`src/cca_defines.vh`:
```
`ifndef CCA_DEFINES_VH
`define CCA_DEFINES_VH

// ---------------------------------------------------------------
// snoop encodings, read / write / snoop channels
// ---------------------------------------------------------------
`define CCA_AR_READ_ONCE      4'h0
`define CCA_AR_READ_CLEAN     4'h2
`define CCA_AR_CLEAN_UNIQUE   4'hb
`define CCA_AR_CLEAN_INVALID  4'h9
`define CCA_AR_MAKE_INVALID   4'hd
`define CCA_AR_DVM_COMPLETE   4'he
`define CCA_AR_DVM_MESSAGE    4'hf
`define CCA_AW_WRITE_UNIQUE   3'h0
`define CCA_AC_CLEAN_INVALID  4'h9
`define CCA_AC_MAKE_INVALID   4'hd
`define CCA_AC_DVM_COMPLETE   4'he
`define CCA_AC_DVM_MESSAGE    4'hf

// ---------------------------------------------------------------
// dvm message type field (address bits 14:12)
// ---------------------------------------------------------------
`define CCA_DVM_TLBI          3'h0
`define CCA_DVM_BPI           3'h1
`define CCA_DVM_PICI          3'h2
`define CCA_DVM_VICI          3'h3
`define CCA_DVM_SYNC          3'h4
`define CCA_DVM_TYPE_LSB      12
`define CCA_DVM_GUEST_LSB     8
`define CCA_DVM_GUEST_HYP     2'h2
`define CCA_DVM_SEC_LSB       10
`define CCA_DVM_SEC_NS        2'h3
`define CCA_DVM_VA_BIT        0

// ---------------------------------------------------------------
// request kinds from the cache side
// ---------------------------------------------------------------
`define CCA_REQ_FILL          4'h0
`define CCA_REQ_READ          4'h1
`define CCA_REQ_SWX           4'h2
`define CCA_REQ_STORE         4'h3
`define CCA_REQ_FLUSH         4'h4
`define CCA_REQ_CLEAR         4'h5
`define CCA_REQ_TLBI          4'h6
`define CCA_REQ_BPI           4'h7
`define CCA_REQ_ICI_PA        4'h8
`define CCA_REQ_ICI_VA        4'h9
`define CCA_REQ_SYNC          4'ha
`define CCA_REQ_COMPLETE      4'hb

`define CCA_INTERCONNECT_ACE  3
`define CCA_CRESP_NODATA      5'h00

`endif

```
`src/cca_snoop.v`:
```
`timescale 1ns/100ps
`include "cca_defines.vh"

module cca_snoop (
	input  wire        clock_in,
	input  wire        rst_in,
	input  wire        enable_in,
	input  wire        ac_valid_in,
	input  wire [3:0]  ac_snoop_in,
	input  wire [63:0] ac_addr_in,
	input  wire        cr_ready_in,
	input  wire        inval_done_in,
	output reg         ac_ready_out,
	output reg         cr_valid_out,
	output reg  [4:0]  cr_resp_out,
	output reg         inval_req_out,
	output reg  [63:0] inval_addr_out,
	output reg         dvm_seen_out
);
	localparam ST_IDLE = 2'd0;
	localparam ST_INV  = 2'd1;
	localparam ST_RESP = 2'd2;

	reg [1:0] state_ff;

	// ---------------------------------------------------------------
	// snoop handling
	// ---------------------------------------------------------------
	always @(posedge clock_in) begin
		if (rst_in) begin
			state_ff       <= ST_IDLE;
			ac_ready_out   <= 1'b0;
			cr_valid_out   <= 1'b0;
			cr_resp_out    <= `CCA_CRESP_NODATA;
			inval_req_out  <= 1'b0;
			inval_addr_out <= 64'h0000_0000_0000_0000;
			dvm_seen_out   <= 1'b0;
		end else begin
			ac_ready_out <= 1'b0;
			dvm_seen_out <= 1'b0;
			case (state_ff)
			ST_IDLE: begin
				if (enable_in && ac_valid_in && !ac_ready_out) begin
					ac_ready_out <= 1'b1;
					// invalidate lines of the attached cache, icache ports included (enable gated by IS_DATA_SIDE only via ADDR_OK at widths other than 32)
					if (ac_snoop_in == `CCA_AC_CLEAN_INVALID || ac_snoop_in == `CCA_AC_MAKE_INVALID) begin
						inval_req_out  <= 1'b1;
						inval_addr_out <= ac_addr_in;
						state_ff       <= ST_INV;
					end else begin
						// dvm and anything else just answered
						dvm_seen_out <= (ac_snoop_in == `CCA_AC_DVM_MESSAGE);
						cr_valid_out <= 1'b1;
						state_ff     <= ST_RESP;
					end
				end
			end
			ST_INV: begin
				if (inval_done_in) begin
					inval_req_out <= 1'b0;
					cr_valid_out  <= 1'b1; // response only after invalidate
					state_ff      <= ST_RESP;
				end
			end
			ST_RESP: begin
				if (cr_ready_in) begin
					cr_valid_out <= 1'b0;
					state_ff     <= ST_IDLE;
				end
			end
			default: state_ff <= ST_IDLE;
			endcase
		end
	end
endmodule // cca_snoop

```
`src/cca_dvm_enc.v`:
```
`timescale 1ns/100ps
`include "cca_defines.vh"

module cca_dvm_enc (
	input  wire [3:0]  kind_in,
	input  wire [31:0] addr_in,
	output reg  [31:0] dvm_word_out
);
	// ---------------------------------------------------------------
	// first dvm address word from request kind
	// ---------------------------------------------------------------
	always @* begin
		dvm_word_out = 32'h0000_0000;
		case (kind_in)
		`CCA_REQ_TLBI: begin
			dvm_word_out[14:12] = `CCA_DVM_TLBI;
			dvm_word_out[9:8]   = `CCA_DVM_GUEST_HYP;
			dvm_word_out[0]     = 1'b1;
		end
		`CCA_REQ_BPI:    dvm_word_out[14:12] = `CCA_DVM_BPI;
		`CCA_REQ_ICI_PA: begin
			dvm_word_out[14:12] = `CCA_DVM_PICI; // no virtual index
			dvm_word_out[11:10] = `CCA_DVM_SEC_NS;
			dvm_word_out[0]     = 1'b1;
		end
		`CCA_REQ_ICI_VA: begin
			dvm_word_out[14:12] = `CCA_DVM_VICI;
			dvm_word_out[9:8]   = `CCA_DVM_GUEST_HYP;
			dvm_word_out[0]     = 1'b1;
		end
		`CCA_REQ_SYNC:   dvm_word_out[14:12] = `CCA_DVM_SYNC;
		default:         dvm_word_out = 32'h0000_0000;
		endcase
		if (kind_in == `CCA_REQ_TLBI || kind_in == `CCA_REQ_ICI_VA || kind_in == `CCA_REQ_ICI_PA)
			dvm_word_out[31:15] = addr_in[31:15];
	end
endmodule // cca_dvm_enc

```
`src/cca_port.v`:
```
`timescale 1ns/100ps
`include "cca_defines.vh"

module cca_port #(
	parameter INTERCONNECT_SEL = `CCA_INTERCONNECT_ACE,
	parameter IS_DATA_SIDE     = 1,
	parameter ADDR_SIZE        = 32
) (
	input  wire                 clock_in,
	input  wire                 rst_in,
	input  wire                 cache_on_in,
	input  wire                 inhibit_cache_in,
	input  wire                 req_valid_in,
	input  wire [3:0]           req_kind_in,
	input  wire [ADDR_SIZE-1:0] req_addr_in,
	input  wire [31:0]          req_wdata_in,
	input  wire [3:0]           req_wstrb_in,
	output reg                  req_ready_out,
	output reg                  req_done_out,
	output reg  [31:0]          req_rdata_out,
	output reg  [1:0]           req_resp_out,
	output reg                  ar_valid_out,
	input  wire                 ar_ready_in,
	output reg  [ADDR_SIZE-1:0] ar_addr_out,
	output reg  [3:0]           ar_snoop_out,
	output reg  [1:0]           ar_domain_out,
	input  wire                 r_valid_in,
	input  wire [31:0]          r_data_in,
	input  wire [3:0]           r_resp_in,
	input  wire                 r_last_in,
	output reg                  r_ready_out,
	output reg                  r_ack_out,
	output reg                  aw_valid_out,
	input  wire                 aw_ready_in,
	output reg  [ADDR_SIZE-1:0] aw_addr_out,
	output reg  [2:0]           aw_snoop_out,
	output reg                  w_valid_out,
	input  wire                 w_ready_in,
	output reg  [31:0]          w_data_out,
	output reg  [3:0]           w_strb_out,
	output reg                  w_last_out,
	input  wire                 b_valid_in,
	input  wire [1:0]           b_resp_in,
	output reg                  b_ready_out,
	output reg                  w_ack_out,
	input  wire                 ac_valid_in,
	input  wire [3:0]           ac_snoop_in,
	input  wire [63:0]          ac_addr_in,
	output wire                 ac_ready_out,
	output wire                 cr_valid_out,
	output wire [4:0]           cr_resp_out,
	input  wire                 cr_ready_in,
	output wire                 inval_req_out,
	output wire [63:0]          inval_addr_out,
	input  wire                 inval_done_in,
	output reg                  coherent_out
);
	localparam ST_IDLE = 3'd0;
	localparam ST_AR   = 3'd1;
	localparam ST_R    = 3'd2;
	localparam ST_AW   = 3'd3;
	localparam ST_B    = 3'd4;
	localparam ST_ACK  = 3'd5;

	// extended addressing only on data side, legal widths only
	localparam ADDR_OK = (ADDR_SIZE == 32) || (IS_DATA_SIDE != 0 && (ADDR_SIZE == 36 || ADDR_SIZE == 40 ||
		ADDR_SIZE == 44 || ADDR_SIZE == 48 || ADDR_SIZE == 64));
	localparam ENABLED = (INTERCONNECT_SEL == `CCA_INTERCONNECT_ACE) && ADDR_OK;

	reg  [2:0]  state_ff;
	reg  [2:0]  nxt_state;
	reg  [3:0]  sel_snoop;
	reg         sel_is_write;
	reg         sel_legal;
	reg  [ADDR_SIZE-1:0] dvm_addr;
	wire [31:0] dvm_word;

	// ---------------------------------------------------------------
	// transaction selection
	// ---------------------------------------------------------------
	function [4:0] pick_snoop;
		input [3:0] kind;
		input       cacheable;
		input       data_side;
		begin
			pick_snoop = {1'b1, `CCA_AR_DVM_MESSAGE};
			case (kind)
			`CCA_REQ_FILL:     pick_snoop = {1'b1, cacheable ? `CCA_AR_READ_CLEAN : `CCA_AR_READ_ONCE};
			`CCA_REQ_READ:     pick_snoop = {1'b1, `CCA_AR_READ_ONCE};
			`CCA_REQ_SWX:      pick_snoop = {data_side, `CCA_AR_CLEAN_UNIQUE};
			`CCA_REQ_STORE:    pick_snoop = {data_side, 4'h0};
			`CCA_REQ_FLUSH:    pick_snoop = {data_side, `CCA_AR_CLEAN_INVALID};
			`CCA_REQ_CLEAR:    pick_snoop = {data_side, `CCA_AR_MAKE_INVALID};
			`CCA_REQ_COMPLETE: pick_snoop = {1'b1, `CCA_AR_DVM_COMPLETE};
			`CCA_REQ_TLBI, `CCA_REQ_BPI, `CCA_REQ_ICI_PA,
			`CCA_REQ_ICI_VA, `CCA_REQ_SYNC:
				pick_snoop = {1'b1, `CCA_AR_DVM_MESSAGE};
			default:           pick_snoop = 5'h00;
			endcase
		end
	endfunction

	always @* begin
		{sel_legal, sel_snoop} = pick_snoop(req_kind_in, cache_on_in && !inhibit_cache_in, IS_DATA_SIDE != 0);
		sel_is_write = (req_kind_in == `CCA_REQ_STORE);
	end

	cca_dvm_enc u_dvm (
		.kind_in      (req_kind_in),
		.addr_in      (req_addr_in[31:0]),
		.dvm_word_out (dvm_word)
	);

	// dvm word sits in the low 32 bits, no zero-width pad at 32-bit size
	always @* begin
		dvm_addr       = {ADDR_SIZE{1'b0}};
		dvm_addr[31:0] = dvm_word;
	end

	cca_snoop u_snoop (
		.clock_in       (clock_in),
		.rst_in         (rst_in),
		.enable_in      (coherent_out),
		.ac_valid_in    (ac_valid_in),
		.ac_snoop_in    (ac_snoop_in),
		.ac_addr_in     (ac_addr_in),
		.cr_ready_in    (cr_ready_in),
		.inval_done_in  (inval_done_in),
		.ac_ready_out   (ac_ready_out),
		.cr_valid_out   (cr_valid_out),
		.cr_resp_out    (cr_resp_out),
		.inval_req_out  (inval_req_out),
		.inval_addr_out (inval_addr_out),
		.dvm_seen_out   ()
	);

	// ---------------------------------------------------------------
	// next state
	// ---------------------------------------------------------------
	always @* begin
		nxt_state = state_ff;
		case (state_ff)
		ST_IDLE: if (req_valid_in && coherent_out)
			nxt_state = !sel_legal ? ST_ACK : (sel_is_write ? ST_AW : ST_AR);
		ST_AR:   if (ar_ready_in) nxt_state = ST_R;
		ST_R:    if (r_valid_in && r_last_in) nxt_state = ST_ACK;
		ST_AW:   if ((aw_ready_in || !aw_valid_out) && (w_ready_in || !w_valid_out)) nxt_state = ST_B;
		ST_B:    if (b_valid_in) nxt_state = ST_ACK;
		ST_ACK:  nxt_state = ST_IDLE;
		default: nxt_state = ST_IDLE;
		endcase
	end

	// ---------------------------------------------------------------
	// channel outputs
	// ---------------------------------------------------------------
	always @(posedge clock_in) begin
		if (rst_in) begin
			state_ff      <= ST_IDLE;
			coherent_out  <= 1'b0;
			req_ready_out <= 1'b0;
			req_done_out  <= 1'b0;
			req_rdata_out <= 32'h0000_0000;
			req_resp_out  <= 2'h0;
			ar_valid_out  <= 1'b0;
			ar_addr_out   <= {ADDR_SIZE{1'b0}};
			ar_snoop_out  <= 4'h0;
			ar_domain_out <= 2'h0;
			r_ready_out   <= 1'b0;
			r_ack_out     <= 1'b0;
			aw_valid_out  <= 1'b0;
			aw_addr_out   <= {ADDR_SIZE{1'b0}};
			aw_snoop_out  <= 3'h0;
			w_valid_out   <= 1'b0;
			w_data_out    <= 32'h0000_0000;
			w_strb_out    <= 4'h0;
			w_last_out    <= 1'b0;
			b_ready_out   <= 1'b0;
			w_ack_out     <= 1'b0;
		end else begin
			coherent_out  <= ENABLED;
			state_ff      <= nxt_state;
			req_ready_out <= 1'b0;
			req_done_out  <= 1'b0;
			r_ack_out     <= 1'b0;
			w_ack_out     <= 1'b0;
			case (state_ff)
			ST_IDLE: if (req_valid_in && coherent_out) begin
				req_ready_out <= 1'b1;
				req_resp_out  <= sel_legal ? 2'h0 : 2'h2;
				if (sel_legal && sel_is_write) begin
					aw_valid_out <= 1'b1;
					aw_addr_out  <= req_addr_in; // physical, untranslated
					aw_snoop_out <= `CCA_AW_WRITE_UNIQUE;
					w_valid_out  <= 1'b1;
					w_data_out   <= req_wdata_in;
					w_strb_out   <= req_wstrb_in;
					w_last_out   <= 1'b1;
				end else if (sel_legal) begin
					ar_valid_out  <= 1'b1;
					ar_snoop_out  <= sel_snoop;
					ar_domain_out <= (sel_snoop == `CCA_AR_DVM_MESSAGE || sel_snoop == `CCA_AR_DVM_COMPLETE) ?
						2'h1 : 2'h2;
					if (sel_snoop == `CCA_AR_DVM_MESSAGE)
						ar_addr_out <= dvm_addr;
					else
						ar_addr_out <= req_addr_in;
				end
			end
			ST_AR: if (ar_ready_in) begin
				ar_valid_out <= 1'b0;
				r_ready_out  <= 1'b1;
			end
			ST_R: if (r_valid_in) begin
				req_rdata_out <= r_data_in;
				req_resp_out  <= r_resp_in[1:0];
				if (r_last_in) begin
					r_ready_out <= 1'b0;
					r_ack_out   <= 1'b1;
				end
			end
			ST_AW: begin
				if (aw_ready_in)
					aw_valid_out <= 1'b0;
				if (w_ready_in) begin
					w_valid_out <= 1'b0;
					w_last_out  <= 1'b0;
				end
				if (nxt_state == ST_B)
					b_ready_out <= 1'b1;
			end
			ST_B: if (b_valid_in) begin
				b_ready_out  <= 1'b0;
				req_resp_out <= b_resp_in;
				w_ack_out    <= 1'b1;
			end
			ST_ACK: req_done_out <= 1'b1;
			default: ;
			endcase
		end
	end
endmodule // cca_port

```
`config.mk`:
```
export PLATFORM = sky130hd
export DESIGN_NAME = cca_port
export DESIGN_NICKNAME = d
export VERILOG_FILES = /design/src/cca_snoop.v /design/src/cca_dvm_enc.v /design/src/cca_port.v
export VERILOG_INCLUDE_DIRS = /design/src /design/src/src
export SDC_FILE = /design/constraint.sdc
export NUM_CORES = 1
export LEC_CHECK = 0
export BUFFER_PORTS_ARGS = -buffer_cell sky130_fd_sc_hd__buf_2
export CAP_MARGIN = 20
export CORE_AREA = 5 5 158 160
export DETAILED_ROUTE_END_ITERATION = 16
export DIE_AREA = 0 0 163 165
export GPL_TIMING_DRIVEN = 0
export HOLD_SLACK_MARGIN = 0.12
export PLACE_DENSITY = 0.69
export SLEW_MARGIN = 20
export SYNTH_ARGS = -nofsm -noshare
export SYNTH_HDL_FRONTEND = slang
export SYNTH_HIERARCHICAL = 1
export SYNTH_SLANG_ARGS = --single-unit
export TNS_END_PERCENT = 30
```
`constraint.sdc`:
```
create_clock -name clock_in -period 3.58 [get_ports clock_in]
set_input_delay 0.358 -clock clock_in [delete_from_list [all_inputs] [get_ports clock_in]]
set_output_delay 0.358 -clock clock_in [all_outputs]
set_load 0.01 [all_outputs]
```
==> flow_metrics.tcl <==
set metrics [dict create \
    p_total_mw 5.95 \
    path_clk_slew_ps 60 \
    regArea_sq_mm 0.00444 \
    wl_met3_mm 3.01 \
    slowest_delay_ps 630 \
    wl_per_cell_microns 17.7 \
    die_x_microns 163 \
    layout_min_cycle_time_ps 2010 \
    htreeDepth 1 \
    path_class "flop to flop" \
    cp_slowest_cell "nor4_4" \
    final_nets 1910 \
    seqPwrFrac_pct 43.1 \
    met1_length_mm 13.7 \
    portBuffers 405 \
    cts_max_path_buffers 3 \
    clkPwrFrac_pct 44.1 \
    grt-ovfl-total 0 \
    dp_slack_ps 1490 \
    netlist_area_sq_mm 0.00922 \
    rrSetupSlack_ps 1570 \
    hold_viol 0 \
    hpwlAfterDp_mm 25.4 \
    cts_setup_buffers 0 \
    crit_buf_inv 1 \
    power_frac_comb_pct 12.8 \
    place_inst 1850 \
    vias 10300 \
    crit_fanout 10 \
    ir_worst_vdd_mv 0.326 \
    numCtsBuffers 25 \
    num_io_pins 418 \
    postSynthAreaPerCell_sq_um 8.29 \
    min_path_type "input port to flop" \
    yosysWarningCount 6 \
    grt_pass1_vias 10400 \
    cap_violations 0 \
    dr.pass1.iters 5 \
    drt-vias-per-instance 5.03 \
    grt_max_degree 14 \
    max_freq_ghz 0.498 \
    drive_gt1_share_pct 30.9 \
    finalClockSkew_ps 12.2 \
    antenna_found_initial 5 \
    required_ps 4030 \
    wirelength_mm 36.4 \
    rows 56 \
    swShare_pct 24.4 \
    fin_crit_sh_pct 56.1 \
    final_util_pct 60.6 \
    holdWs_ps 134 \
    clk_latency_ps 520 \
    reg2regPathDepth 5 \
    rsz0062_at_grt "false" \
    crit_path_end_kind "flop" \
    internal_power_mw 4.50 \
    postPlaceCellArea_sq_mm 0.0117 \
    p_per_area_mw_per_mm2 422 \
    reg2reg_from "coherent_out" \
    top_layer "met5" \
    grt_pass1_wl_mm 55.1 \
    synthCells 1113 \
    p_switching_mw 1.45 \
    cp-start-kind "flop" \
    path_cells "nand4bb_4 > nor4_4 > buf_6 > o21ai_0 > o2bb2ai_1" \
    die_area_sq_mm 0.0269 \
    tightest_slew_ps 769 \
    fp.coreArea_sq_mm 0.0233 \
    setup_viol 0 \
    critical-path-top-delay-family "simple AND/OR/NAND/NOR gates" \
    worstPathArrival_ps 2460 \
    area_growth_pct 52.9 \
    status "finished clean" \
    ctsResizeCount 0 \
    clock_sink_count 222 \
    multi_input_area_sq_mm 0.00412 \
    tns_ps 0 \
    max-slew-margin-rel_pct 48.7 \
    grt_usage_pct 25.3 \
    nFillCells 1961 \
    slew_viol_final 0 \
    crit_cells 5 \
    cts_tree "done" \
    startpoint "coherent_out" \
    initial_utilization_pct 39.6 \
    drtIter0Drc 706 \
    power_leakage_nw 6.11 \
    fin_ws_ps 1570 \
    drc 0 \
    fin_cells 2056 \
    die_y_microns 165 \
    cp-endpoint "ar_addr_out[12]" \
    regToRegEndpoint "ar_addr_out[12]" \
    cts_root_buf "clkbuf_16" \
    drtAntennaViolNets 0 \
    route.met2.wl_mm 17.8 \
    gp_congestion 0.869 \
    fin_area_sq_mm 0.0141 \
]
## area by class of cell
class / instances / area share (%)
diodes: 5 / 0.0887
plain buffers: 106 / 4.71
clock buffers: 34 / 4.75
clock inverters: 11 / 1.15
inverters: 12 / 0.319
multi-input cells: 786 / 29.2
flip-flops and latches: 222 / 31.5
well taps: 319 / 2.83
repair buffers: 561 / 25.4
## registers in the layout, summed over array words and instances (netlist names), 2 cells and up
register,cells
ar_domain_out,2
ar_addr_out,32
state_ff,3
req_resp_out,2
ar_snoop_out,4
aw_addr_out,32
u_snoop/state_ff,2
w_data_out,32
u_snoop/inval_addr_out,64
req_rdata_out,32
w_strb_out,4
## power by group through the flow
| stage | Combinational [mW] | Sequential [mW] | Clock [mW] |
|---|---|---|---|
| 2_1_floorplan | 0.317 | 2.64 | 0 |
| 3_3_place_gp | 0.611 | 2.61 | 0 |
| 3_5_place_dp | 0.617 | 2.61 | 0 |
| 4_1_cts | 0.753 | 2.56 | 2.67 |
| 5_1_grt | 0.827 | 2.57 | 2.78 |
| 6_report | 0.763 | 2.56 | 2.63 |
## per-layer routing
| metal | track usage, % | vias up |
|---|---|---|
| met5 | 0 | - |
| met4 | 12.0 | 6 |
| met3 | 6.99 | 110 |
| met2 | 45.1 | 464 |
| met1 | 27.8 | 4795 |
| li1 | - | 4964 |
## cell usage in the layout (no fill, tap or decap), types with 3 or more instances in the layout
cell,count
and3b_1,3
clkbuf_16,25
a21boi_2,15
buf_4,30
nand2_1,340
buf_6,18
o2bb2ai_1,31
ha_1,4
a311oi_1,3
clkinv_2,4
clkbuf_1,50
a31oi_1,3
diode_2,5
o22a_1,32
nand3_1,7
bufinv_16,4
dfxtp_1,222
buf_2,420
dlygate4sd3_1,156
nor2_2,3
a211oi_1,3
conb_1,16
nand2b_1,5
nor2_1,18
inv_1,12
clkinvlp_4,3
and2_1,3
o21a_1,3
o21ai_0,49
o21ai_1,20
a21oi_1,178
nand3b_1,5
nor2b_1,3
o22ai_1,3
## worst min-delay path by stage
stage / cells after the start / slack, ps / end / from
6_report: 3 / 130 / aw_addr_out[27] / req_addr_in[27]
2_1_floorplan: 2 / 480 / aw_addr_out[0] / aw_addr_out[0]
3_5_place_dp: 1 / 440 / ar_addr_out[6] / ar_addr_out[6]
4_1_cts: 3 / 120 / u_snoop/inval_addr_out[5] / ac_addr_in[5]
5_1_grt: 3 / 130 / u_snoop/inval_addr_out[5] / ac_addr_in[5]
3_3_place_gp: 2 / 440 / req_rdata_out[12] / req_rdata_out[12]
## tightest hold or removal path: stages
cell,delay [ps]
buf_2,130
nand2_1,60
a21oi_1,50
## what timing repair did
item | 4_1_cts | 5_1_grt
hold buffers | 156 | 0
endpoints found under the setup margin | 0 | 0
hold endpoints to repair | 156 | 0
(Power assumes the default switching activity.)
